File: src/design/lsc_params.svh
`ifndef LSC_PARAMS_SVH
`define LSC_PARAMS_SVH
`define LSC_IDX_STATUS     2'h0
`define LSC_IDX_TONE       2'h1
`define LSC_IDX_CMD        2'h2
`define LSC_IDX_CTRL       2'h3
`define LSC_ST_OTF         4
`define LSC_ST_CABF        3
`define LSC_ST_OUVF        2
`define LSC_ST_OLF         1
`define LSC_ST_BCF         0
`define LSC_TN_ENT         4
`define LSC_TN_MODULATION_SOURCE_BIT        3
`define LSC_TN_TTH         2
`define LSC_CM_DCL         4
`define LSC_CM_VOLTAGE_SELECT_OVERRIDE       3
`define LSC_CM_LIMIT_SELECT_HIGH       1
`define LSC_CM_LIMIT_SELECT_LOW       0
`define LSC_CT_EN          4
`define LSC_CT_UPPER_RANGE_BIT        1
`define LSC_CT_LOWER_RANGE_BIT        0
`define LSC_CFG_RST        9'h000
`define LSC_RDATA_RST      8'h00
`define LSC_CLK_KHZ        200000
`define LSC_TONE_HZ        22000
`define LSC_OSC_MULT       20
`define LSC_OSC_KHZ        440
`define LSC_OL_ARM_NS      23000
`define LSC_OL_OFF_US      900000
`define LSC_OL_ON_US       20000
`define LSC_BC_ARM_US      100
`define LSC_BC_OFF_US      5000
`define LSC_TICK_DIV       ((`LSC_CLK_KHZ * 1000) / (`LSC_TONE_HZ * `LSC_OSC_MULT))
`define LSC_OL_ARM_TICKS   ((`LSC_OL_ARM_NS * `LSC_OSC_KHZ + 999999) / 1000000)
`define LSC_OL_OFF_TICKS   ((`LSC_OL_OFF_US * `LSC_OSC_KHZ) / 1000)
`define LSC_OL_ON_TICKS    ((`LSC_OL_ON_US * `LSC_OSC_KHZ) / 1000)
`define LSC_BC_ARM_TICKS   ((`LSC_BC_ARM_US * `LSC_OSC_KHZ + 999) / 1000)
`define LSC_BC_OFF_TICKS   ((`LSC_BC_OFF_US * `LSC_OSC_KHZ) / 1000)
`define LSC_TONE_HALF      10
`define LSC_TMR_W          19
`define LSC_DIV_W          16
`endif

File: src/design/lsc_pkg.sv
package lsc_pkg;
   typedef enum logic [1:0] {LSC_NORMAL, LSC_ARM, LSC_OFF, LSC_ON} lsc_retry_e;

   typedef struct packed {
      logic tone_continuous_bit;
      logic modulation_source_bit;
      logic dynamic_limit_disable;
      logic voltage_select_override;
      logic limit_select_high;
      logic limit_select_low;
      logic en;
      logic upper_range_bit;
      logic lower_range_bit;
   } lsc_cfg_s;

   typedef struct packed {
      logic overtemp_flag;
      logic cabf;
      logic ouvf;
      logic overload_flag;
      logic bcf;
   } lsc_stat_s;
endpackage

File: src/design/lsc_supply_ctrl.sv
// Local design decisions: the address-and-strobe port and the register offsets.
`timescale 1ns/1ps
`include "lsc_params.svh"
module lsc_supply_ctrl #(
   parameter int unsigned TICK_DIV      = `LSC_TICK_DIV,
   parameter int unsigned OL_ARM_TICKS  = `LSC_OL_ARM_TICKS,
   parameter int unsigned OL_OFF_TICKS  = `LSC_OL_OFF_TICKS,
   parameter int unsigned OL_ON_TICKS   = `LSC_OL_ON_TICKS,
   parameter int unsigned BC_ARM_TICKS  = `LSC_BC_ARM_TICKS,
   parameter int unsigned BC_OFF_TICKS  = `LSC_BC_OFF_TICKS
) (
   input  wire logic       clk_sys,
   input  wire logic       reset,
   input  wire logic [1:0] reg_addr,
   input  wire logic [7:0] reg_wdata,
   input  wire logic       reg_wr,
   input  wire logic       reg_rd,
   output logic [7:0]      reg_rdata,
   input  wire logic       ext_modulation_input,
   input  wire logic       transmit_threshold_select,
   input  wire logic       tone_detector_input,
   input  wire logic       range_select_pin,
   input  wire logic       overload_sense,
   input  wire logic       clamp_active,
   input  wire logic       back_current_sense,
   input  wire logic       temp_above_150,
   input  wire logic       temp_below_130,
   input  wire logic       power_ok,
   input  wire logic       bus_reset,
   input  wire logic       softstart_done,
   input  wire logic       cable_open,
   input  wire logic       vout_out_of_range,
   output logic            converter_clk_en,
   output logic            converter_enable,
   output logic            output_enable,
   output logic            current_clamp,
   output logic            dyn_limit_mode,
   output logic [1:0]      limit_level,
   output logic [1:0]      vout_select,
   output logic            detector_tx_threshold,
   output logic            tone_out,
   output logic            tone_detect_out_n_o,
   output logic            tone_detect_out_n_oe,
   output logic            fault_out_n_o,
   output logic            fault_out_n_oe
);
   import lsc_pkg::*;

   lsc_cfg_s   cfg_q, cfg_d;
   lsc_stat_s  stat_w;
   logic       otf_q, otf_d;
   logic [7:0] rdata_q, rdata_d;
   logic       tick_w;
   logic       int_tone_w;
   logic       ol_off_w, ol_clamp_w, ol_dyn_flag_w;
   logic       bc_off_w, bc_flag_w;
   logic       olf_w;
   logic       run_w;
   logic       ol_fault_w;
   logic       out_en_d, conv_en_d, clamp_d, tone_d, tdet_d, fault_d, txth_d;
   logic [1:0] vsel_d, lim_d;
   logic       out_en_q, conv_en_q, clamp_q, tone_q, tdet_q, fault_q, txth_q, dyn_q;
   logic [1:0] vsel_q, lim_q;

   lsc_tick_gen #(
      .TICK_DIV (TICK_DIV)
   ) u_tick (
      .clk_sys (clk_sys),
      .reset   (reset),
      .tick    (tick_w),
      .tone    (int_tone_w)
   );

   assign run_w      = cfg_q.en && !otf_q && power_ok;
   assign ol_fault_w = overload_sense;

   lsc_retry_timer #(
      .ARM_TICKS    (OL_ARM_TICKS),
      .OFF_TICKS    (OL_OFF_TICKS),
      .ON_TICKS     (OL_ON_TICKS),
      .DROP_ENDS_ON (1'b0)
   ) u_ol (
      .clk_sys  (clk_sys),
      .reset    (reset),
      .tick     (tick_w),
      .enable   (run_w && !cfg_q.dynamic_limit_disable),
      .clear    (softstart_done),
      .fault    (ol_fault_w),
      .out_off  (ol_off_w),
      .clamp_on (ol_clamp_w),
      .flag     (ol_dyn_flag_w)
   );

   lsc_retry_timer #(
      .ARM_TICKS    (BC_ARM_TICKS),
      .OFF_TICKS    (BC_OFF_TICKS),
      .ON_TICKS     (BC_ARM_TICKS),
      .DROP_ENDS_ON (1'b1)
   ) u_bc (
      .clk_sys  (clk_sys),
      .reset    (reset),
      .tick     (tick_w),
      .enable   (run_w),
      .clear    (softstart_done),
      .fault    (back_current_sense),
      .out_off  (bc_off_w),
      .clamp_on (),
      .flag     (bc_flag_w)
   );

   // Static mode mirrors the clamp; dynamic mode uses the retry flag.
   assign olf_w = cfg_q.dynamic_limit_disable ? (clamp_active && run_w && !softstart_done) : ol_dyn_flag_w;

   always_comb begin
      stat_w.overtemp_flag  = otf_q;
      stat_w.cabf = cable_open;
      stat_w.ouvf = vout_out_of_range;
      stat_w.overload_flag  = olf_w;
      stat_w.bcf  = bc_flag_w;
   end

   // Configuration writes; an over-temperature event overrides them.
   always_comb begin
      cfg_d = cfg_q;
      if (reg_wr) begin
         case (reg_addr)
            `LSC_IDX_TONE: begin
               cfg_d.tone_continuous_bit  = reg_wdata[`LSC_TN_ENT];
               cfg_d.modulation_source_bit = reg_wdata[`LSC_TN_MODULATION_SOURCE_BIT];
            end
            `LSC_IDX_CMD: begin
               cfg_d.dynamic_limit_disable   = reg_wdata[`LSC_CM_DCL];
               cfg_d.voltage_select_override = reg_wdata[`LSC_CM_VOLTAGE_SELECT_OVERRIDE];
               cfg_d.limit_select_high = reg_wdata[`LSC_CM_LIMIT_SELECT_HIGH];
               cfg_d.limit_select_low = reg_wdata[`LSC_CM_LIMIT_SELECT_LOW];
            end
            `LSC_IDX_CTRL: begin
               cfg_d.en   = reg_wdata[`LSC_CT_EN];
               cfg_d.upper_range_bit = reg_wdata[`LSC_CT_UPPER_RANGE_BIT];
               cfg_d.lower_range_bit = reg_wdata[`LSC_CT_LOWER_RANGE_BIT];
            end
            default: begin
               cfg_d = cfg_q;
            end
         endcase
      end
      if (temp_above_150 && !otf_q) begin
         cfg_d = `LSC_CFG_RST;
      end
   end

   // Thermal flag with hysteresis; the hot condition wins.
   always_comb begin
      otf_d = otf_q;
      if (temp_below_130) begin
         otf_d = 1'b0;
      end
      if (temp_above_150) begin
         otf_d = 1'b1;
      end
   end

   always_comb begin
      rdata_d = `LSC_RDATA_RST;
      if (reg_rd) begin
         case (reg_addr)
            `LSC_IDX_STATUS: begin
               rdata_d[`LSC_ST_OTF]  = stat_w.overtemp_flag;
               rdata_d[`LSC_ST_CABF] = stat_w.cabf;
               rdata_d[`LSC_ST_OUVF] = stat_w.ouvf;
               rdata_d[`LSC_ST_OLF]  = stat_w.overload_flag;
               rdata_d[`LSC_ST_BCF]  = stat_w.bcf;
            end
            `LSC_IDX_TONE: begin
               rdata_d[`LSC_TN_ENT]  = cfg_q.tone_continuous_bit;
               rdata_d[`LSC_TN_MODULATION_SOURCE_BIT] = cfg_q.modulation_source_bit;
               rdata_d[`LSC_TN_TTH]  = transmit_threshold_select;
            end
            `LSC_IDX_CMD: begin
               rdata_d[`LSC_CM_DCL]   = cfg_q.dynamic_limit_disable;
               rdata_d[`LSC_CM_VOLTAGE_SELECT_OVERRIDE] = cfg_q.voltage_select_override;
               rdata_d[`LSC_CM_LIMIT_SELECT_HIGH] = cfg_q.limit_select_high;
               rdata_d[`LSC_CM_LIMIT_SELECT_LOW] = cfg_q.limit_select_low;
            end
            `LSC_IDX_CTRL: begin
               rdata_d[`LSC_CT_EN]   = cfg_q.en;
               rdata_d[`LSC_CT_UPPER_RANGE_BIT] = cfg_q.upper_range_bit;
               rdata_d[`LSC_CT_LOWER_RANGE_BIT] = cfg_q.lower_range_bit;
            end
            default: begin
               rdata_d = `LSC_RDATA_RST;
            end
         endcase
      end
   end

   // Output path: power, voltage, limit, tone and open-drain pins.
   always_comb begin
      conv_en_d = run_w;
      out_en_d  = run_w && !ol_off_w && !bc_off_w;
      clamp_d   = run_w && (cfg_q.dynamic_limit_disable || ol_clamp_w);
      lim_d     = {cfg_q.limit_select_high, cfg_q.limit_select_low};
      if (cfg_q.voltage_select_override) begin
         vsel_d = {cfg_q.upper_range_bit, cfg_q.lower_range_bit};
      end else if (range_select_pin) begin
         vsel_d = {1'b1, cfg_q.upper_range_bit};
      end else begin
         vsel_d = {1'b0, cfg_q.lower_range_bit};
      end
      if (cfg_q.tone_continuous_bit) begin
         tone_d = int_tone_w;
      end else if (cfg_q.modulation_source_bit) begin
         tone_d = ext_modulation_input;
      end else begin
         tone_d = int_tone_w && ext_modulation_input;
      end
      tone_d  = tone_d && out_en_d;
      txth_d  = transmit_threshold_select;
      tdet_d  = tone_detector_input;
      fault_d = otf_q || olf_w || bc_flag_w || !power_ok || bus_reset;
   end

   always_ff @(posedge clk_sys) begin
      if (reset) begin
         cfg_q     <= `LSC_CFG_RST;
         otf_q     <= 1'b0;
         rdata_q   <= `LSC_RDATA_RST;
         conv_en_q <= 1'b0;
         out_en_q  <= 1'b0;
         clamp_q   <= 1'b0;
         lim_q     <= '0;
         vsel_q    <= '0;
         tone_q    <= 1'b0;
         txth_q    <= 1'b0;
         tdet_q    <= 1'b0;
         fault_q   <= 1'b0;
         dyn_q     <= 1'b0;
      end else begin
         cfg_q     <= cfg_d;
         otf_q     <= otf_d;
         rdata_q   <= rdata_d;
         conv_en_q <= conv_en_d;
         out_en_q  <= out_en_d;
         clamp_q   <= clamp_d;
         lim_q     <= lim_d;
         vsel_q    <= vsel_d;
         tone_q    <= tone_d;
         txth_q    <= txth_d;
         tdet_q    <= tdet_d;
         fault_q   <= fault_d;
         dyn_q     <= !cfg_d.dynamic_limit_disable;
      end
   end

   assign reg_rdata             = rdata_q;
   assign converter_clk_en      = tick_w && conv_en_q;
   assign converter_enable      = conv_en_q;
   assign output_enable         = out_en_q;
   assign current_clamp         = clamp_q;
   assign dyn_limit_mode        = dyn_q;
   assign limit_level           = lim_q;
   assign vout_select           = vsel_q;
   assign detector_tx_threshold = txth_q;
   assign tone_out              = tone_q;
   assign tone_detect_out_n_o   = 1'b0;
   assign tone_detect_out_n_oe  = tdet_q;
   assign fault_out_n_o         = 1'b0;
   assign fault_out_n_oe        = fault_q;

   property p_tone_cont;
      @(posedge clk_sys) disable iff (reset)
      (cfg_q.tone_continuous_bit && out_en_d) |=> (tone_q == $past(int_tone_w));
   endproperty
   a_tone_cont: assert property (p_tone_cont) else $error("continuous tone not on output");

   property p_tone_gated;
      @(posedge clk_sys) disable iff (reset)
      (!cfg_q.tone_continuous_bit && !cfg_q.modulation_source_bit && !ext_modulation_input) |=> !tone_q;
   endproperty
   a_tone_gated: assert property (p_tone_gated) else $error("tone out while modulation input idle");

   property p_tone_ext;
      @(posedge clk_sys) disable iff (reset)
      (!cfg_q.tone_continuous_bit && cfg_q.modulation_source_bit && out_en_d) |=> (tone_q == $past(ext_modulation_input));
   endproperty
   a_tone_ext: assert property (p_tone_ext) else $error("external tone not passed through");

   property p_tone_detect;
      @(posedge clk_sys) disable iff (reset)
      tone_detector_input |=> (tone_detect_out_n_oe && !tone_detect_out_n_o);
   endproperty
   a_tone_detect: assert property (p_tone_detect) else $error("tone detect pin not pulled low");

   property p_shutdown;
      @(posedge clk_sys) disable iff (reset)
      !cfg_q.en |=> (!converter_enable && !output_enable);
   endproperty
   a_shutdown: assert property (p_shutdown) else $error("output active while disabled");

   property p_vsel_pin;
      @(posedge clk_sys) disable iff (reset)
      (!cfg_q.voltage_select_override && range_select_pin) |=> (vout_select == {1'b1, $past(cfg_q.upper_range_bit)});
   endproperty
   a_vsel_pin: assert property (p_vsel_pin) else $error("range pin selection wrong");

   property p_vsel_reg;
      @(posedge clk_sys) disable iff (reset)
      cfg_q.voltage_select_override |=> (vout_select == {$past(cfg_q.upper_range_bit), $past(cfg_q.lower_range_bit)});
   endproperty
   a_vsel_reg: assert property (p_vsel_reg) else $error("register voltage selection wrong");

   property p_hot_clears;
      @(posedge clk_sys) disable iff (reset)
      (temp_above_150 && !otf_q) |=> (otf_q && cfg_q == `LSC_CFG_RST) ##1 !converter_enable;
   endproperty
   a_hot_clears: assert property (p_hot_clears) else $error("thermal event did not shut down and clear");

   property p_fault_pin;
      @(posedge clk_sys) disable iff (reset)
      (otf_q || bus_reset || !power_ok) |=> fault_out_n_oe;
   endproperty
   a_fault_pin: assert property (p_fault_pin) else $error("fault pin not pulled low");

   property p_static_flag;
      @(posedge clk_sys) disable iff (reset)
      (reg_rd && reg_addr == `LSC_IDX_STATUS && cfg_q.dynamic_limit_disable && run_w && !softstart_done)
      |=> (reg_rdata[`LSC_ST_OLF] == $past(clamp_active));
   endproperty
   a_static_flag: assert property (p_static_flag) else $error("static overload flag not tracking clamp");
endmodule // lsc_supply_ctrl

File: src/design/lsc_tick_gen.sv
`timescale 1ns/1ps
`include "lsc_params.svh"
module lsc_tick_gen #(
   parameter int unsigned TICK_DIV = `LSC_TICK_DIV
) (
   input  wire logic clk_sys,
   input  wire logic reset,
   output logic      tick,
   output logic      tone
);
   import lsc_pkg::*;

   logic [`LSC_DIV_W-1:0] div_q, div_d;
   logic [3:0]            ph_q, ph_d;
   logic                  tick_q, tick_d;
   logic                  tone_q, tone_d;

   always_comb begin
      div_d  = div_q + 1'b1;
      tick_d = 1'b0;
      ph_d   = ph_q;
      tone_d = tone_q;
      if (div_q == `LSC_DIV_W'(TICK_DIV - 1)) begin
         div_d  = '0;
         tick_d = 1'b1;
      end
      if (tick_q) begin
         if (ph_q == 4'(`LSC_TONE_HALF - 1)) begin
            ph_d   = '0;
            tone_d = ~tone_q;
         end else begin
            ph_d = ph_q + 1'b1;
         end
      end
   end

   always_ff @(posedge clk_sys) begin
      if (reset) begin
         div_q  <= '0;
         ph_q   <= '0;
         tick_q <= 1'b0;
         tone_q <= 1'b0;
      end else begin
         div_q  <= div_d;
         ph_q   <= ph_d;
         tick_q <= tick_d;
         tone_q <= tone_d;
      end
   end

   assign tick = tick_q;
   assign tone = tone_q;

   property p_tone_on_tick;
      @(posedge clk_sys) disable iff (reset)
      (tone_q != $past(tone_q)) |-> $past(tick_q, 1);
   endproperty
   a_tone_on_tick: assert property (p_tone_on_tick) else $error("tone changed without oscillator tick");
endmodule // lsc_tick_gen

File: src/design/lsc_retry_timer.sv
`timescale 1ns/1ps
`include "lsc_params.svh"
module lsc_retry_timer #(
   parameter int unsigned ARM_TICKS   = 1,
   parameter int unsigned OFF_TICKS   = 1,
   parameter int unsigned ON_TICKS    = 1,
   parameter bit          DROP_ENDS_ON = 1'b0
) (
   input  wire logic clk_sys,
   input  wire logic reset,
   input  wire logic tick,
   input  wire logic enable,
   input  wire logic clear,
   input  wire logic fault,
   output logic      out_off,
   output logic      clamp_on,
   output logic      flag
);
   import lsc_pkg::*;

   lsc_retry_e             st_q, st_d;
   logic [`LSC_TMR_W-1:0]  cnt_q, cnt_d;
   logic                   flag_q, flag_d;
   logic                   seen_q, seen_d;

   always_comb begin
      st_d   = st_q;
      cnt_d  = cnt_q;
      flag_d = flag_q;
      seen_d = seen_q;
      case (st_q)
         LSC_NORMAL: begin
            cnt_d = '0;
            if (fault) begin
               st_d = LSC_ARM;
            end
         end
         LSC_ARM: begin
            if (!fault) begin
               st_d = LSC_NORMAL;
            end else if (tick) begin
               if (cnt_q == `LSC_TMR_W'(ARM_TICKS - 1)) begin
                  st_d   = LSC_OFF;
                  cnt_d  = '0;
                  flag_d = 1'b1;
               end else begin
                  cnt_d = cnt_q + 1'b1;
               end
            end
         end
         LSC_OFF: begin
            if (tick) begin
               if (cnt_q == `LSC_TMR_W'(OFF_TICKS - 1)) begin
                  st_d   = LSC_ON;
                  cnt_d  = '0;
                  seen_d = 1'b0;
               end else begin
                  cnt_d = cnt_q + 1'b1;
               end
            end
         end
         LSC_ON: begin
            seen_d = seen_q | fault;
            if (DROP_ENDS_ON && seen_q && !fault) begin
               st_d   = LSC_NORMAL;
               flag_d = 1'b0;
            end else if (tick) begin
               if (cnt_q == `LSC_TMR_W'(ON_TICKS - 1)) begin
                  cnt_d  = '0;
                  seen_d = 1'b0;
                  if (fault) begin
                     st_d = LSC_OFF;
                  end else if (!seen_q) begin
                     st_d   = LSC_NORMAL;
                     flag_d = 1'b0;
                  end
               end else begin
                  cnt_d = cnt_q + 1'b1;
               end
            end
         end
         default: begin
            st_d = LSC_NORMAL;
         end
      endcase
      if (!enable || clear) begin
         st_d   = LSC_NORMAL;
         cnt_d  = '0;
         flag_d = 1'b0;
         seen_d = 1'b0;
      end
   end

   always_ff @(posedge clk_sys) begin
      if (reset) begin
         st_q   <= LSC_NORMAL;
         cnt_q  <= '0;
         flag_q <= 1'b0;
         seen_q <= 1'b0;
      end else begin
         st_q   <= st_d;
         cnt_q  <= cnt_d;
         flag_q <= flag_d;
         seen_q <= seen_d;
      end
   end

   assign out_off  = (st_q == LSC_OFF);
   assign clamp_on = (st_q == LSC_ON);
   assign flag     = flag_q;

   property p_trip_sets_flag;
      @(posedge clk_sys) disable iff (reset)
      (st_q == LSC_ARM && tick && fault && enable && !clear && cnt_q == `LSC_TMR_W'(ARM_TICKS - 1))
      |=> (st_q == LSC_OFF && flag_q && cnt_q == '0);
   endproperty
   a_trip_sets_flag: assert property (p_trip_sets_flag) else $error("trip did not turn output off with flag");

   property p_off_to_on;
      @(posedge clk_sys) disable iff (reset)
      (st_q == LSC_OFF && tick && enable && !clear && cnt_q == `LSC_TMR_W'(OFF_TICKS - 1)) |=> (st_q == LSC_ON);
   endproperty
   a_off_to_on: assert property (p_off_to_on) else $error("off interval did not end in on interval");

   property p_flag_in_off;
      @(posedge clk_sys) disable iff (reset)
      (st_q == LSC_OFF) |-> flag_q;
   endproperty
   a_flag_in_off: assert property (p_flag_in_off) else $error("output off without flag");

   property p_drop_ends_on;
      @(posedge clk_sys) disable iff (reset)
      (DROP_ENDS_ON && st_q == LSC_ON && seen_q && !fault && enable && !clear) |=> (st_q == LSC_NORMAL && !flag_q);
   endproperty
   a_drop_ends_on: assert property (p_drop_ends_on) else $error("fault gone but retry window kept running");
endmodule // lsc_retry_timer

File: config.mk
export PLATFORM = sky130hd
export DESIGN_NAME = lsc_supply_ctrl
export DESIGN_NICKNAME = d
export VERILOG_FILES = /design/src/design/lsc_pkg.sv /design/src/design/lsc_supply_ctrl.sv /design/src/design/lsc_tick_gen.sv /design/src/design/lsc_retry_timer.sv
export VERILOG_INCLUDE_DIRS = /design/src /design/src/design
export SDC_FILE = /design/constraint.sdc
export NUM_CORES = 1
export LEC_CHECK = 0
export ABC_AREA = 0
export ABC_CLOCK_PERIOD_IN_PS = 2600
export BUFFER_PORTS_ARGS = -buffer_cell sky130_fd_sc_hd__clkbuf_2
export CORE_MARGIN = 3
export CORE_UTILIZATION = 58
export DETAILED_ROUTE_END_ITERATION = 10
export MAX_ROUTING_LAYER = met4
export PLACE_DENSITY = 0.87
export SLEW_MARGIN = 20
export SYNTH_ARGS = -nofsm -noshare
export SYNTH_HDL_FRONTEND = slang
export SYNTH_SLANG_ARGS = --single-unit
File: constraint.sdc
create_clock -name clk_sys -period 2.6 [get_ports clk_sys]
set_input_delay 0.26 -clock clk_sys [delete_from_list [all_inputs] [get_ports clk_sys]]
set_output_delay 0.26 -clock clk_sys [all_outputs]
set_load 0.02 [all_outputs]
# After elaboration in Yosys (flattened, before gate mapping)
# Index checks and enable logic that the tools add are counted.
# classes
add_sub_neg	4
n_eq_ne	43
mux	83
bitwise_logic	4
reduce_logical	55
# op_table
cell	n
19-bit 2-to-1 mux	13
19-bit one-hot mux with 4 select lines	2
2-bit 2-to-1 mux	23
19-bit by 1-bit adder with 19-bit output (second input constant)	2
8-bit AND reduction	4
1-bit 2-to-1 mux	30
3-bit != test (second input constant)	7
19-bit by 12-bit equality test with 1-bit output (second input constant)	1
19-bit by 14-bit equality test with 1-bit output (second input constant)	1
19-bit equality test (second input constant)	1
19-bit by 4-bit equality test with 1-bit output (second input constant)	1
19-bit by 6-bit equality test with 1-bit output (second input constant)	1
2-bit != test (second input constant)	9
16-bit by 1-bit adder with 16-bit output (second input constant)	1
16-bit by 9-bit equality test with 1-bit output (second input constant)	1
2-bit by 1-bit != test with 1-bit output (second input constant)	8
2-bit one-hot mux with 4 select lines	2
7-bit 2-to-1 mux	2
1-bit logical AND	13
2-bit equality test (second input constant)	6
1-bit zero test	10
1-bit one-hot mux with 2 select lines	5
2-bit nonzero test	5
2-bit OR reduction	5
other kinds (17)	36
# totals
ff_bits	98
input_bits	28
output_inout_bits	23
word_cells	223

# Logic depth before layout (Yosys ltp)
# Gate-level depths: netlist of run 1.
# logic_depth
word_depth	10
mapped_depth	9
ltp_nobuf	8

# Cells and area by module
# Synthesis of run 1 repeated with hierarchy kept, for this count alone.
# unflattened
hier_cells	547
area_unflattened_um2	4933.5
# modules_own_cells
module	n_inst	cells_each	area_each_um2	seq_area_each_um2
lsc_retry_timer (u_ol)	1	172	1425.1	460.4
lsc_retry_timer (u_bc)	1	164	1391.3	460.4
lsc_supply_ctrl	1	104	1101.1	540.5
lsc_tick_gen	1	107	1016.0	440.4

# Least setup slack after synthesis of run 1
# Ideal clock, no wire load.
# synth_timing
kind	flip-flop to flip-flop
start	register u_bc.cnt_q[0]
end	register u_bc.cnt_q[8]
setup_time_ns	0.115
arrival_time_ns	1.976
t_required_ns	2.485
slack_ns	0.509
stages_incl_launch_ff	9
path_buffers	1
synth_period_minus_slack_ns	2.091
path_cell_list	dfxtp_1 ha_1 nand4_1 or4b_2 nor2_1 o21ai_1 o21bai_4 buf_6 nor2_1
# synth_via
elab_chain_len	5
word_cells_on_any_way	10
cone_classes	add/sub: 1; eq/ne: 2; mux: 7
# synth_lines
element	line_no	text
from (decl)	lsc_retry_timer.sv:22	logic [`LSC_TMR_W-1:0] cnt_q, cnt_d;
from (signal assigned)	lsc_retry_timer.sv:102	cnt_q <= cnt_d;
19-bit by 1-bit adder with 19-bit output / 19-bit by 6-bit equality test with 1-bit output (equally long branches)	-	
19-bit 2-to-1 mux	lsc_retry_timer.sv:42, lsc_retry_timer.sv:68	
19-bit 2-to-1 mux	lsc_retry_timer.sv:41	end else if (tick) begin
19-bit 2-to-1 mux (on tied branches)	lsc_retry_timer.sv:64, lsc_retry_timer.sv:39	
19-bit one-hot mux with 4 select lines (*)	lsc_retry_timer.sv:31	case (st_q)
# Mark *: on every way between the ends. The rest lies on a longest branch, timed or not. The select of a mux whose other input is x is not followed.
# A chain may end at the register's enable or synchronous reset.

# Final worst setup path of run 1
# layout_timing
start	register u_bc.cnt_q[0]
end	register u_bc.cnt_q[5]
# The elaborated chain is that of the path after synthesis.

==> results of run 1 <==
## logic make-up after synthesis
group           after synthesis  synth area share, %
fa+ha+maj                     5                 1.43
compound gates               59                 9.23
other cells                   1               0.0860
xor+xnor                     50                 10.0
simple gates                243                 28.4
mux                          13                 3.27
buf+inv                      36                 3.93
flops                        95                 43.6
## cell usage in the layout, fill, tap and decap left out, types with 3 or more instances in the layout
cell type / instances
buf_4: 3
clkbuf_2: 41
a211oi_1: 3
clkbuf_8: 9
xor2_1: 27
clkinvlp_4: 3
xnor2_1: 23
inv_1: 13
nand3_1: 25
a21oi_1: 18
nor3b_1: 4
nor3_1: 13
and4_1: 3
nand2b_1: 11
nand2_1: 31
nor2_1: 89
ha_1: 5
nor4_1: 6
a21o_1: 3
nand4_1: 14
and3_1: 13
conb_1: 5
nand3b_1: 4
o21ai_0: 15
mux2i_1: 12
dfxtp_1: 95
nor2b_1: 13
## path summary, 6_finish.rpt
kind / endpoint / cells past startpoint
setup reg to reg: u_bc.cnt_q[5]$_SDFFE_PP0P_ / 7
setup / recovery: u_bc.cnt_q[5]$_SDFFE_PP0P_ / 7
hold / removal: detector_tx_threshold$_SDFF_PP0_ / 2
hold reg to reg: u_tick.div_q[0]$_SDFF_PP0_ / 1
## final cells by class
| cell class | count | share of cell area [%] |
|---|---|---|
| Multi-Input combinational cell | 375 | 48.3 |
| Sequential cell | 95 | 39.8 |
| Timing Repair Buffer | 44 | 4.77 |
| Clock buffer | 10 | 2.67 |
| Tap cell | 96 | 2.52 |
| Inverter | 13 | 1.02 |
| Clock inverter | 6 | 0.943 |
## metal layers
| metal | vias to the layer above | GRT usage (%) | part of all wire (%) |
|---|---|---|---|
| met4 | 0 | 6.35 | 1.4 |
| li1 | 1789 | - | - |
| met2 | 68 | 35.2 | 49 |
| met5 | - | - | 0 |
| met1 | 1664 | 25.6 | 45 |
| met3 | 11 | 5.04 | 4.0 |
## where the power goes
part	leakage (nW)	switching [mW]	internal, mW	total [mW]
sequential	0.768	0.00911	1.47	1.48
clock	0.0793	0.514	0.353	0.866
combinational	0.915	0.0635	0.0403	0.104
total	1.76	0.586	1.86	2.45
## stage by stage
stage	hold slack [ns]	setup WS, ns	utilization, %	cells	power (mW)
floorplan	0.377	0.509	-	506	1.58
global placement	0.450	0.307	65.2	623	1.61
detailed placement	0.463	0.266	65.2	623	1.61
CTS	0.123	0.222	67.7	639	2.47
global route	0.116	0.0674	67.7	639	2.54
finish	0.128	0.236	67.7	639	2.45
## sequential cells by signal (all words and copies together) (netlist names), 2 cells and up, named ones only
name / flops
u_bc.cnt_q: 19
u_tick.ph_q: 4
vout_select: 2
cfg_q: 9
u_ol.cnt_q: 19
reg_rdata: 5
u_tick.div_q: 16
limit_level: 2
==> results.ini, run 1 <==
[critical_path]
critical_path.top_delay_family=simple AND/OR/NAND/NOR gates
crit_start=u_bc.cnt_q[0]$_SDFFE_PP0P_
cp_slowest_cell=or4b_2
critPathRequiredTime_ns=2.84
start_kind=flop
max_stage_delay_ns=0.70
crit_path_frequent_cell=nor2_1
worstSetupPathType=reg -> reg
path_max_fanout=17
rrSetupSlack_ns=0.24
cp.arrival_ns=2.60
crit_buf_inv=0
endpoint_kind=flop
cp_cell_sequence=ha_1 > nand4_1 > or4b_2 > nor2_1 > o21ai_1 > o21bai_4 > nor2_1
r2r_start=u_bc.cnt_q[0]$_SDFFE_PP0P_

[final_layout]
fillers=568
final_nets=571
drive_above_1_share_pct=13.4
multi_input_area_um2=2300
antenna_cells=0
syn_to_final_growth_pct=9.46
seq_area_um2=1900
final_area_um2=4780

[clock_tree]
cts_setup_buffers=0
cts_inserted_buffers=9
cts_hold_buf=0
htreeDepth=3
clk_pin_slew_ns=0.09
clockBufferDepth=2
insertion_delay_ns=0.36
cts_sinks=95
tritoncts=yes
clock-root-buffer=clkbuf_8
ctsResizeCount=0

[run_status]
status=finished, final reports clean

[placed_design]
place.gp.congestion=0.888
numPortBuffers=41
place_area_um2=4600
hpwl_mm=6.26

[routing]
ant_nets=0
first_pass_iters=5
routed_wl_mm=8.60
first_iter_violations=177
drc=0
viasPerCell=5.53
vias=3532
routedWlPerCell_um=13.5

[die]
initial_core_util_pct=61.8
coreArea_um2=7060
ioPinCount=51
core.rowCount=30
die_area_um2=8600
die_height_um=92.7
die_w_um=92.7

[sta]
relSlewSlack_pct=51.0
fin_crit_ns=2.36
final_hold_viol_count=0
rsz0062_at_grt=no
finalSetupTns_ns=0
tightest_slew_ns=0.734
fmax_mhz=423
setup-violations-final=0
maxSlewViolCount=0
fin_crit_sh_pct=90.9
skew_ns=0.0102

[power]
leakagePower_nw=1.76
vdd_ir_drop_max_v=0.000407
powerDensity_nw_per_um2=512

[synthesis]
ys_top_cells_by_area=dfxtp_1 44%, nor2_1 7.7%, xor2_1 5.4%, xnor2_1 4.6%, nand3_1 2.9%
synth.most_common_cell=dfxtp_1
synth_warnings=0
synth_ff_type=dfxtp_1
synth_edf_count=0
syn_inst=502
synth_seq_cells=95
yosys.area.top_type=dfxtp_1
yosysSeqAreaShare_pct=43.6
syn_avg_cell_area_um2=8.69
synth_common_cells=95 x dfxtp_1, 89 x nor2_1, 31 x nand2_1
yosysUniqueCellTypes=59
synth-async-reset-ratio_pct=0
yosys.area.top_type_share_pct=43.6
synth_area_um2=4360

[global_routing]
grt_antenna_before_repair=0
track_usage_pct=21.1
grt_start_max_net_pins=21
grt_first_pass_wirelength_mm=14.5
grt_pass1_vias=3281
overflow=0

[worst_hold_path]
min_from=transmit_threshold_select
hold_class=in -> reg

[run]
maxCapViolations=0

No activity file was read; power rests on OpenSTA's default activity.
==> run 2, diff against run 1 <==
--- a/config.mk
+++ b/config.mk
@@ -9,11 +9,13 @@
 export ABC_AREA = 0
 export ABC_CLOCK_PERIOD_IN_PS = 2600
 export BUFFER_PORTS_ARGS = -buffer_cell sky130_fd_sc_hd__clkbuf_2
+export CORE_ASPECT_RATIO = 1.2
 export CORE_MARGIN = 3
 export CORE_UTILIZATION = 58
 export DETAILED_ROUTE_END_ITERATION = 10
 export MAX_ROUTING_LAYER = met4
 export PLACE_DENSITY = 0.87
+export RECOVER_POWER = 25
 export SLEW_MARGIN = 20
 export SYNTH_ARGS = -nofsm -noshare
 export SYNTH_HDL_FRONTEND = slang
==> results.ini, run 2 (synthesis gave the netlist of run 1 again) <==
[run_status]
status=finished, final reports clean

[final_layout]
final_nets=573  ; +0.35%
layout_commonest_cell=dfxtp_1
seq_area_um2=1900  ; unchanged
multi_input_area_um2=2300  ; unchanged
fillers=605  ; +6.5%
antenna_cells=0  ; unchanged
drive_above_1_share_pct=12.3  ; -1.1 points
top_regs=u_bc.cnt_q x19, u_ol.cnt_q x19, u_tick.div_q x16
mostFrequentLayoutCells=95 x dfxtp_1, 89 x nor2_1, 36 x clkbuf_2
fin_cells=634  ; -0.78%
syn_to_final_growth_pct=9.75

[power]
power_mw=2.55  ; +4.3%
vdd_ir_drop_max_v=0.000352  ; -14%
powerDensity_nw_per_um2=533  ; +4.1%
leakagePower_nw=1.76  ; about the same

[global_routing]
overflow=0  ; unchanged
track_usage_pct=21.7  ; +0.57 points
grt_pass1_vias=3546  ; +8.1%
grt_start_max_net_pins=21  ; unchanged
grt_first_pass_wirelength_mm=15.0  ; +3.2%
grt_antenna_before_repair=0  ; unchanged

[sta]
rsz0062_at_grt=no
tightest_slew_ns=0.866  ; +0.132 ns
finalSetupTns_ns=0  ; unchanged
hold_slack_ns=0.106  ; -0.0225 ns
final_hold_viol_count=0  ; unchanged
fin_crit_ns=2.39  ; +0.0222 ns
skew_ns=0.0138  ; +0.00359 ns
maxSlewViolCount=0  ; unchanged
relSlewSlack_pct=42.2  ; -8.7 points
setup-violations-final=0  ; unchanged
post-route-worst-setup-slack_ns=0.214  ; -0.0222 ns
fin_crit_sh_pct=91.8  ; +0.85 points
fmax_mhz=419  ; -0.93%

[routing]
drc=0  ; unchanged
vias=3620  ; +2.5%
routedWlPerCell_um=14.0  ; +4.2%
routed_wl_mm=8.89  ; +3.4%
viasPerCell=5.71  ; +3.3%
first_pass_iters=5  ; unchanged
ant_nets=0  ; unchanged
first_iter_violations=164  ; -7.3%

[clock_tree]
tritoncts=yes
clockBufferDepth=2  ; unchanged
insertion_delay_ns=0.36  ; about the same
cts_setup_buffers=0  ; unchanged
cts_hold_buf=0  ; unchanged
cts_sinks=95  ; unchanged
clock-root-buffer=clkbuf_8
cts_inserted_buffers=9  ; unchanged
htreeDepth=3  ; unchanged
clk_pin_slew_ns=0.10  ; about the same
ctsResizeCount=0  ; unchanged

[die]
ioPinCount=51  ; unchanged
die_area_um2=8600  ; about the same
initial_core_util_pct=60.0  ; -1.9 points
coreArea_um2=7270  ; +3.1%
core.rowCount=34  ; +13%
die_height_um=101  ; +8.9%
die_w_um=85.2  ; -8.1%

[critical_path]
cp.arrival_ns=2.61  ; about the same
endpoint_kind=flop
start_kind=flop
critPathRequiredTime_ns=2.83  ; about the same
path_max_fanout=17  ; unchanged
worstSetupPathType=reg -> reg

[placed_design]
placedCellCount=619  ; -0.64%
place_ws_ns=0.246  ; -0.0206 ns
hpwl_mm=6.55  ; +4.5%
numPortBuffers=41  ; unchanged
place.gp.congestion=0.856  ; -3.6%

[run]
maxCapViolations=0  ; unchanged

[worst_hold_path]
hold_class=in -> reg

run 2: final cells by class:
| class | instances | share of cell area [%] |
|---|---|---|
| tap | 90 | 2.35 |
| sequential | 95 | 39.7 |
| inverter | 13 | 1.02 |
| timing repair buffer | 46 | 4.78 |
| clock inverter | 5 | 1.33 |
| multi-input combinational | 375 | 48.1 |
| clock buffer | 10 | 2.67 |
run 2: metal layers:
layer / share of wire, % / vias up / wire length (µm) / track usage (%)
li1: - / 1793 / - / -
met1: 42 / 1719 / 3780 / 23.5
met2: 52 / 85 / 4590 / 38.6
met4: 2.3 / 0 / 208 / 9.87
met5: 0 / - / 0 / -
met3: 3.6 / 23 / 321 / 3.68
run 2: worst max-delay path, stage by stage, from the launching register on:
cell      delay (ns)
dfxtp_1         0.41
ha_1            0.26
nand4_1         0.16
or4b_2          0.68
nor2_1          0.11
o21ai_1         0.14
o21bai_4        0.39
nor2_1          0.10
run 2: metrics by stage:
step	area, µm²	utilization [%]
6_report	4790	65.8
5_1_grt	4790	65.8
4_1_cts	4800	66.0
3_5_place_dp	4610	63.4
3_3_place_gp	4610	63.4
2_1_floorplan	4380	-
run 2: path summary, 6_finish.rpt:
kind	start	end	slack (ns)	cells after the start
worst max-delay path	u_bc.cnt_q[0]$_SDFFE_PP0P_	u_bc.cnt_q[8]$_SDFFE_PP0P_	0.21	7
worst min-delay path	tone_detector_input	tone_detect_out_n_oe$_SDFF_PP0_	0.11	2
worst max register to register	u_bc.cnt_q[0]$_SDFFE_PP0P_	u_bc.cnt_q[8]$_SDFFE_PP0P_	0.21	7
worst min register to register	u_ol.flag$_SDFFE_PP0P_	u_ol.flag$_SDFFE_PP0P_	0.48	2
run 2: power breakdown:
| group | total [mW] | switching, mW | internal (mW) | leakage [nW] |
|---|---|---|---|---|
| combinational | 0.105 | 0.0655 | 0.0392 | 0.901 |
| clock | 0.971 | 0.520 | 0.451 | 0.0938 |
| sequential | 1.48 | 0.00970 | 1.47 | 0.768 |
==> run 3, diff against run 2 <==
--- a/config.mk
+++ b/config.mk
@@ -7,14 +7,14 @@
 export NUM_CORES = 1
 export LEC_CHECK = 0
 export ABC_AREA = 0
-export ABC_CLOCK_PERIOD_IN_PS = 2600
+export ABC_CLOCK_PERIOD_IN_PS = 2100
 export BUFFER_PORTS_ARGS = -buffer_cell sky130_fd_sc_hd__clkbuf_2
 export CORE_ASPECT_RATIO = 1.2
 export CORE_MARGIN = 3
-export CORE_UTILIZATION = 58
+export CORE_UTILIZATION = 52
 export DETAILED_ROUTE_END_ITERATION = 10
 export MAX_ROUTING_LAYER = met4
-export PLACE_DENSITY = 0.87
+export PLACE_DENSITY = 0.83
 export RECOVER_POWER = 25
 export SLEW_MARGIN = 20
 export SYNTH_ARGS = -nofsm -noshare
==> constraint.sdc (replaced) <==
create_clock -name clk_sys -period 2.1 [get_ports clk_sys]
set_input_delay 0.21 -clock clk_sys [delete_from_list [all_inputs] [get_ports clk_sys]]
set_output_delay 0.21 -clock clk_sys [all_outputs]
set_load 0.02 [all_outputs]
==> results.ini, run 3 (synthesis gave the netlist of run 1 again) <==
[run_status]
status=finished, final reports clean

[routing]
drc=0  ; unchanged
routedWlPerCell_um=14.0  ; -0.18%
first_iter_violations=155  ; -5.5%
routed_wl_mm=9.44  ; +6.1%
first_pass_iters=5  ; unchanged
viasPerCell=5.49  ; -3.9%
ant_nets=0  ; unchanged
vias=3699  ; +2.2%

[sta]
relSlewSlack_pct=40.8  ; -1.5 points
skew_ns=0.00880  ; -0.00499 ns
setup-violations-final=0  ; unchanged
tightest_slew_ns=0.889  ; +0.0222 ns
final_hold_viol_count=0  ; unchanged
fin_crit_sh_pct=94.9  ; +3.1 points
fmax_mhz=502  ; +20%
fin_crit_ns=1.99  ; -0.394 ns
maxSlewViolCount=0  ; unchanged

[critical_path]
cp_slowest_cell=or4_1
start_kind=flop
max_stage_delay_ns=0.55  ; -0.13 ns
endpoint_kind=flop
critical_path.top_delay_family=simple AND/OR/NAND/NOR gates
path_max_fanout=5  ; -12
crit_buf_inv=0  ; unchanged
worstSetupPathType=reg -> reg
cp.arrival_ns=2.26  ; -0.35 ns
rr_worst_depth=5  ; -2
rrSetupSlack_ns=0.11  ; -0.11 ns
critPathRequiredTime_ns=2.37  ; -0.46 ns
cp_cell_sequence=or4_1 > nor3_2 > a41o_2 > nand3_1 > a2111oi_1
r2r_end=u_ol.flag$_SDFFE_PP0P_
r2r_start=u_ol.cnt_q[16]$_SDFFE_PP0P_

[final_layout]
drive_above_1_share_pct=16.9  ; +4.6 points
top_regs=u_bc.cnt_q x19, u_ol.cnt_q x19, u_tick.div_q x16
syn_to_final_growth_pct=15.6
antenna_cells=0  ; unchanged
layout_commonest_cell=dfxtp_1
final_nets=591  ; +3.1%
fillers=652  ; +7.8%
mostFrequentLayoutCells=92 x dfxtp_1, 88 x nor2_1, 35 x clkbuf_2
fin_util_pct=63.6  ; -2.2 points

[power]
power_mw=3.37  ; +32%
leakagePower_nw=1.89  ; +7.4%
vdd_ir_drop_max_v=0.000417  ; +19%
powerDensity_nw_per_um2=667  ; +25%

[global_routing]
grt_first_pass_wirelength_mm=15.9  ; +6.2%
track_usage_pct=21.4  ; -0.35 points
grt_antenna_before_repair=0  ; unchanged
grt_start_max_net_pins=21  ; unchanged
overflow=0  ; unchanged
grt_pass1_vias=3636  ; +2.5%

[clock_tree]
cts_setup_buffers=0  ; unchanged
clk_pin_slew_ns=0.10  ; about the same
cts_hold_buf=0  ; unchanged
htreeDepth=3  ; unchanged
cts_sinks=95  ; unchanged
clock-root-buffer=clkbuf_8
cts_inserted_buffers=9  ; unchanged
clockBufferDepth=2  ; unchanged
tritoncts=yes
insertion_delay_ns=0.38  ; +0.02 ns

[die]
coreArea_um2=7930  ; +9.0%
die_w_um=89.6  ; +5.2%
core.rowCount=35  ; +2.9%
initial_core_util_pct=55.0  ; -4.9 points
die_height_um=106  ; +5.3%
ioPinCount=51  ; unchanged
die_area_um2=9530  ; +11%

[placed_design]
place.gp.congestion=0.929  ; +8.6%
numPortBuffers=41  ; unchanged
hpwl_mm=6.78  ; +3.5%

[worst_hold_path]
hold_class=in -> reg
hold_depth=2  ; unchanged
min_from=transmit_threshold_select
min_to=detector_tx_threshold$_SDFF_PP0_

[run]
maxCapViolations=0  ; unchanged

==> run 3: cell types whose count changed in the layout (fill, tap and decap cells not counted), sizes merged <==
cell and change:
bufinv +1, buf +19, clkbuf -2, clkinv +3, clkinvlp -1, inv -1
==> run 3: layout make-up <==
class | count | area [µm²] | area share, %
inverters | 13 | 48.8 | 0.967
clock inverters | 7 | 116 | 2.31
clock buffers | 9 | 124 | 2.46
multi-input cells | 375 | 2330 | 46.2
flip-flops and latches | 95 | 1910 | 37.8
well taps | 111 | 139 | 2.75
repair buffers | 64 | 379 | 7.51
==> run 3: worst max-delay path by stage <==
stage | depth (start not counted) | from | slack (ns) | to
3_3_place_gp | 7 | u_ol.cnt_q[12]$_SDFFE_PP0P_ | 0.10 | u_ol.cnt_q[1]$_SDFFE_PP0P_
3_5_place_dp | 8 | u_bc.cnt_q[0]$_SDFFE_PP0P_ | 0.06 | u_bc.cnt_q[2]$_SDFFE_PP0P_
2_1_floorplan | 8 | u_bc.cnt_q[0]$_SDFFE_PP0P_ | 0.009 | u_bc.cnt_q[8]$_SDFFE_PP0P_
4_1_cts | 8 | u_bc.cnt_q[0]$_SDFFE_PP0P_ | 0.03 | u_bc.cnt_q[18]$_SDFFE_PP0P_
5_1_grt | 5 | u_ol.cnt_q[16]$_SDFFE_PP0P_ | -0.02 | u_ol.flag$_SDFFE_PP0P_
6_report | 5 | u_ol.cnt_q[16]$_SDFFE_PP0P_ | 0.11 | u_ol.flag$_SDFFE_PP0P_
==> run 3: power by group <==
group	total [mW]	switching, mW	internal, mW
logic	0.128	0.0796	0.0487
clock network	1.41	0.707	0.701
registers	1.83	0.0121	1.82
==> run 3: through the flow <==
stage	setup WS (ns)	TNS, ns	hold slack (ns)	area (µm²)	std cells
2_1_floorplan	0.00942	0	0.327	4380	506
3_3_place_gp	0.105	0	0.426	4780	658
3_5_place_dp	0.0557	0	0.448	4780	658
4_1_cts	0.0286	0	0.0678	5020	674
5_1_grt	-0.0168	-0.0168	0.0709	5040	674
6_report	0.108	0	0.0584	5040	674
==> run 3: per-layer routing <==
| metal | GRT usage [%] | vias to the layer above | part of all wire [%] |
|---|---|---|---|
| li1 | - | 1828 | - |
| met5 | - | - | 0 |
| met2 | 36.8 | 81 | 52 |
| met1 | 24.1 | 1773 | 42 |
| met4 | 7.55 | 0 | 1.8 |
| met3 | 4.19 | 17 | 4.0 |
==> run 3: timing repair <==
item,4_1_cts,5_1_grt
setup endpoints to repair,0,41
resized for setup,0,10
endpoints found under the hold margin,0,0
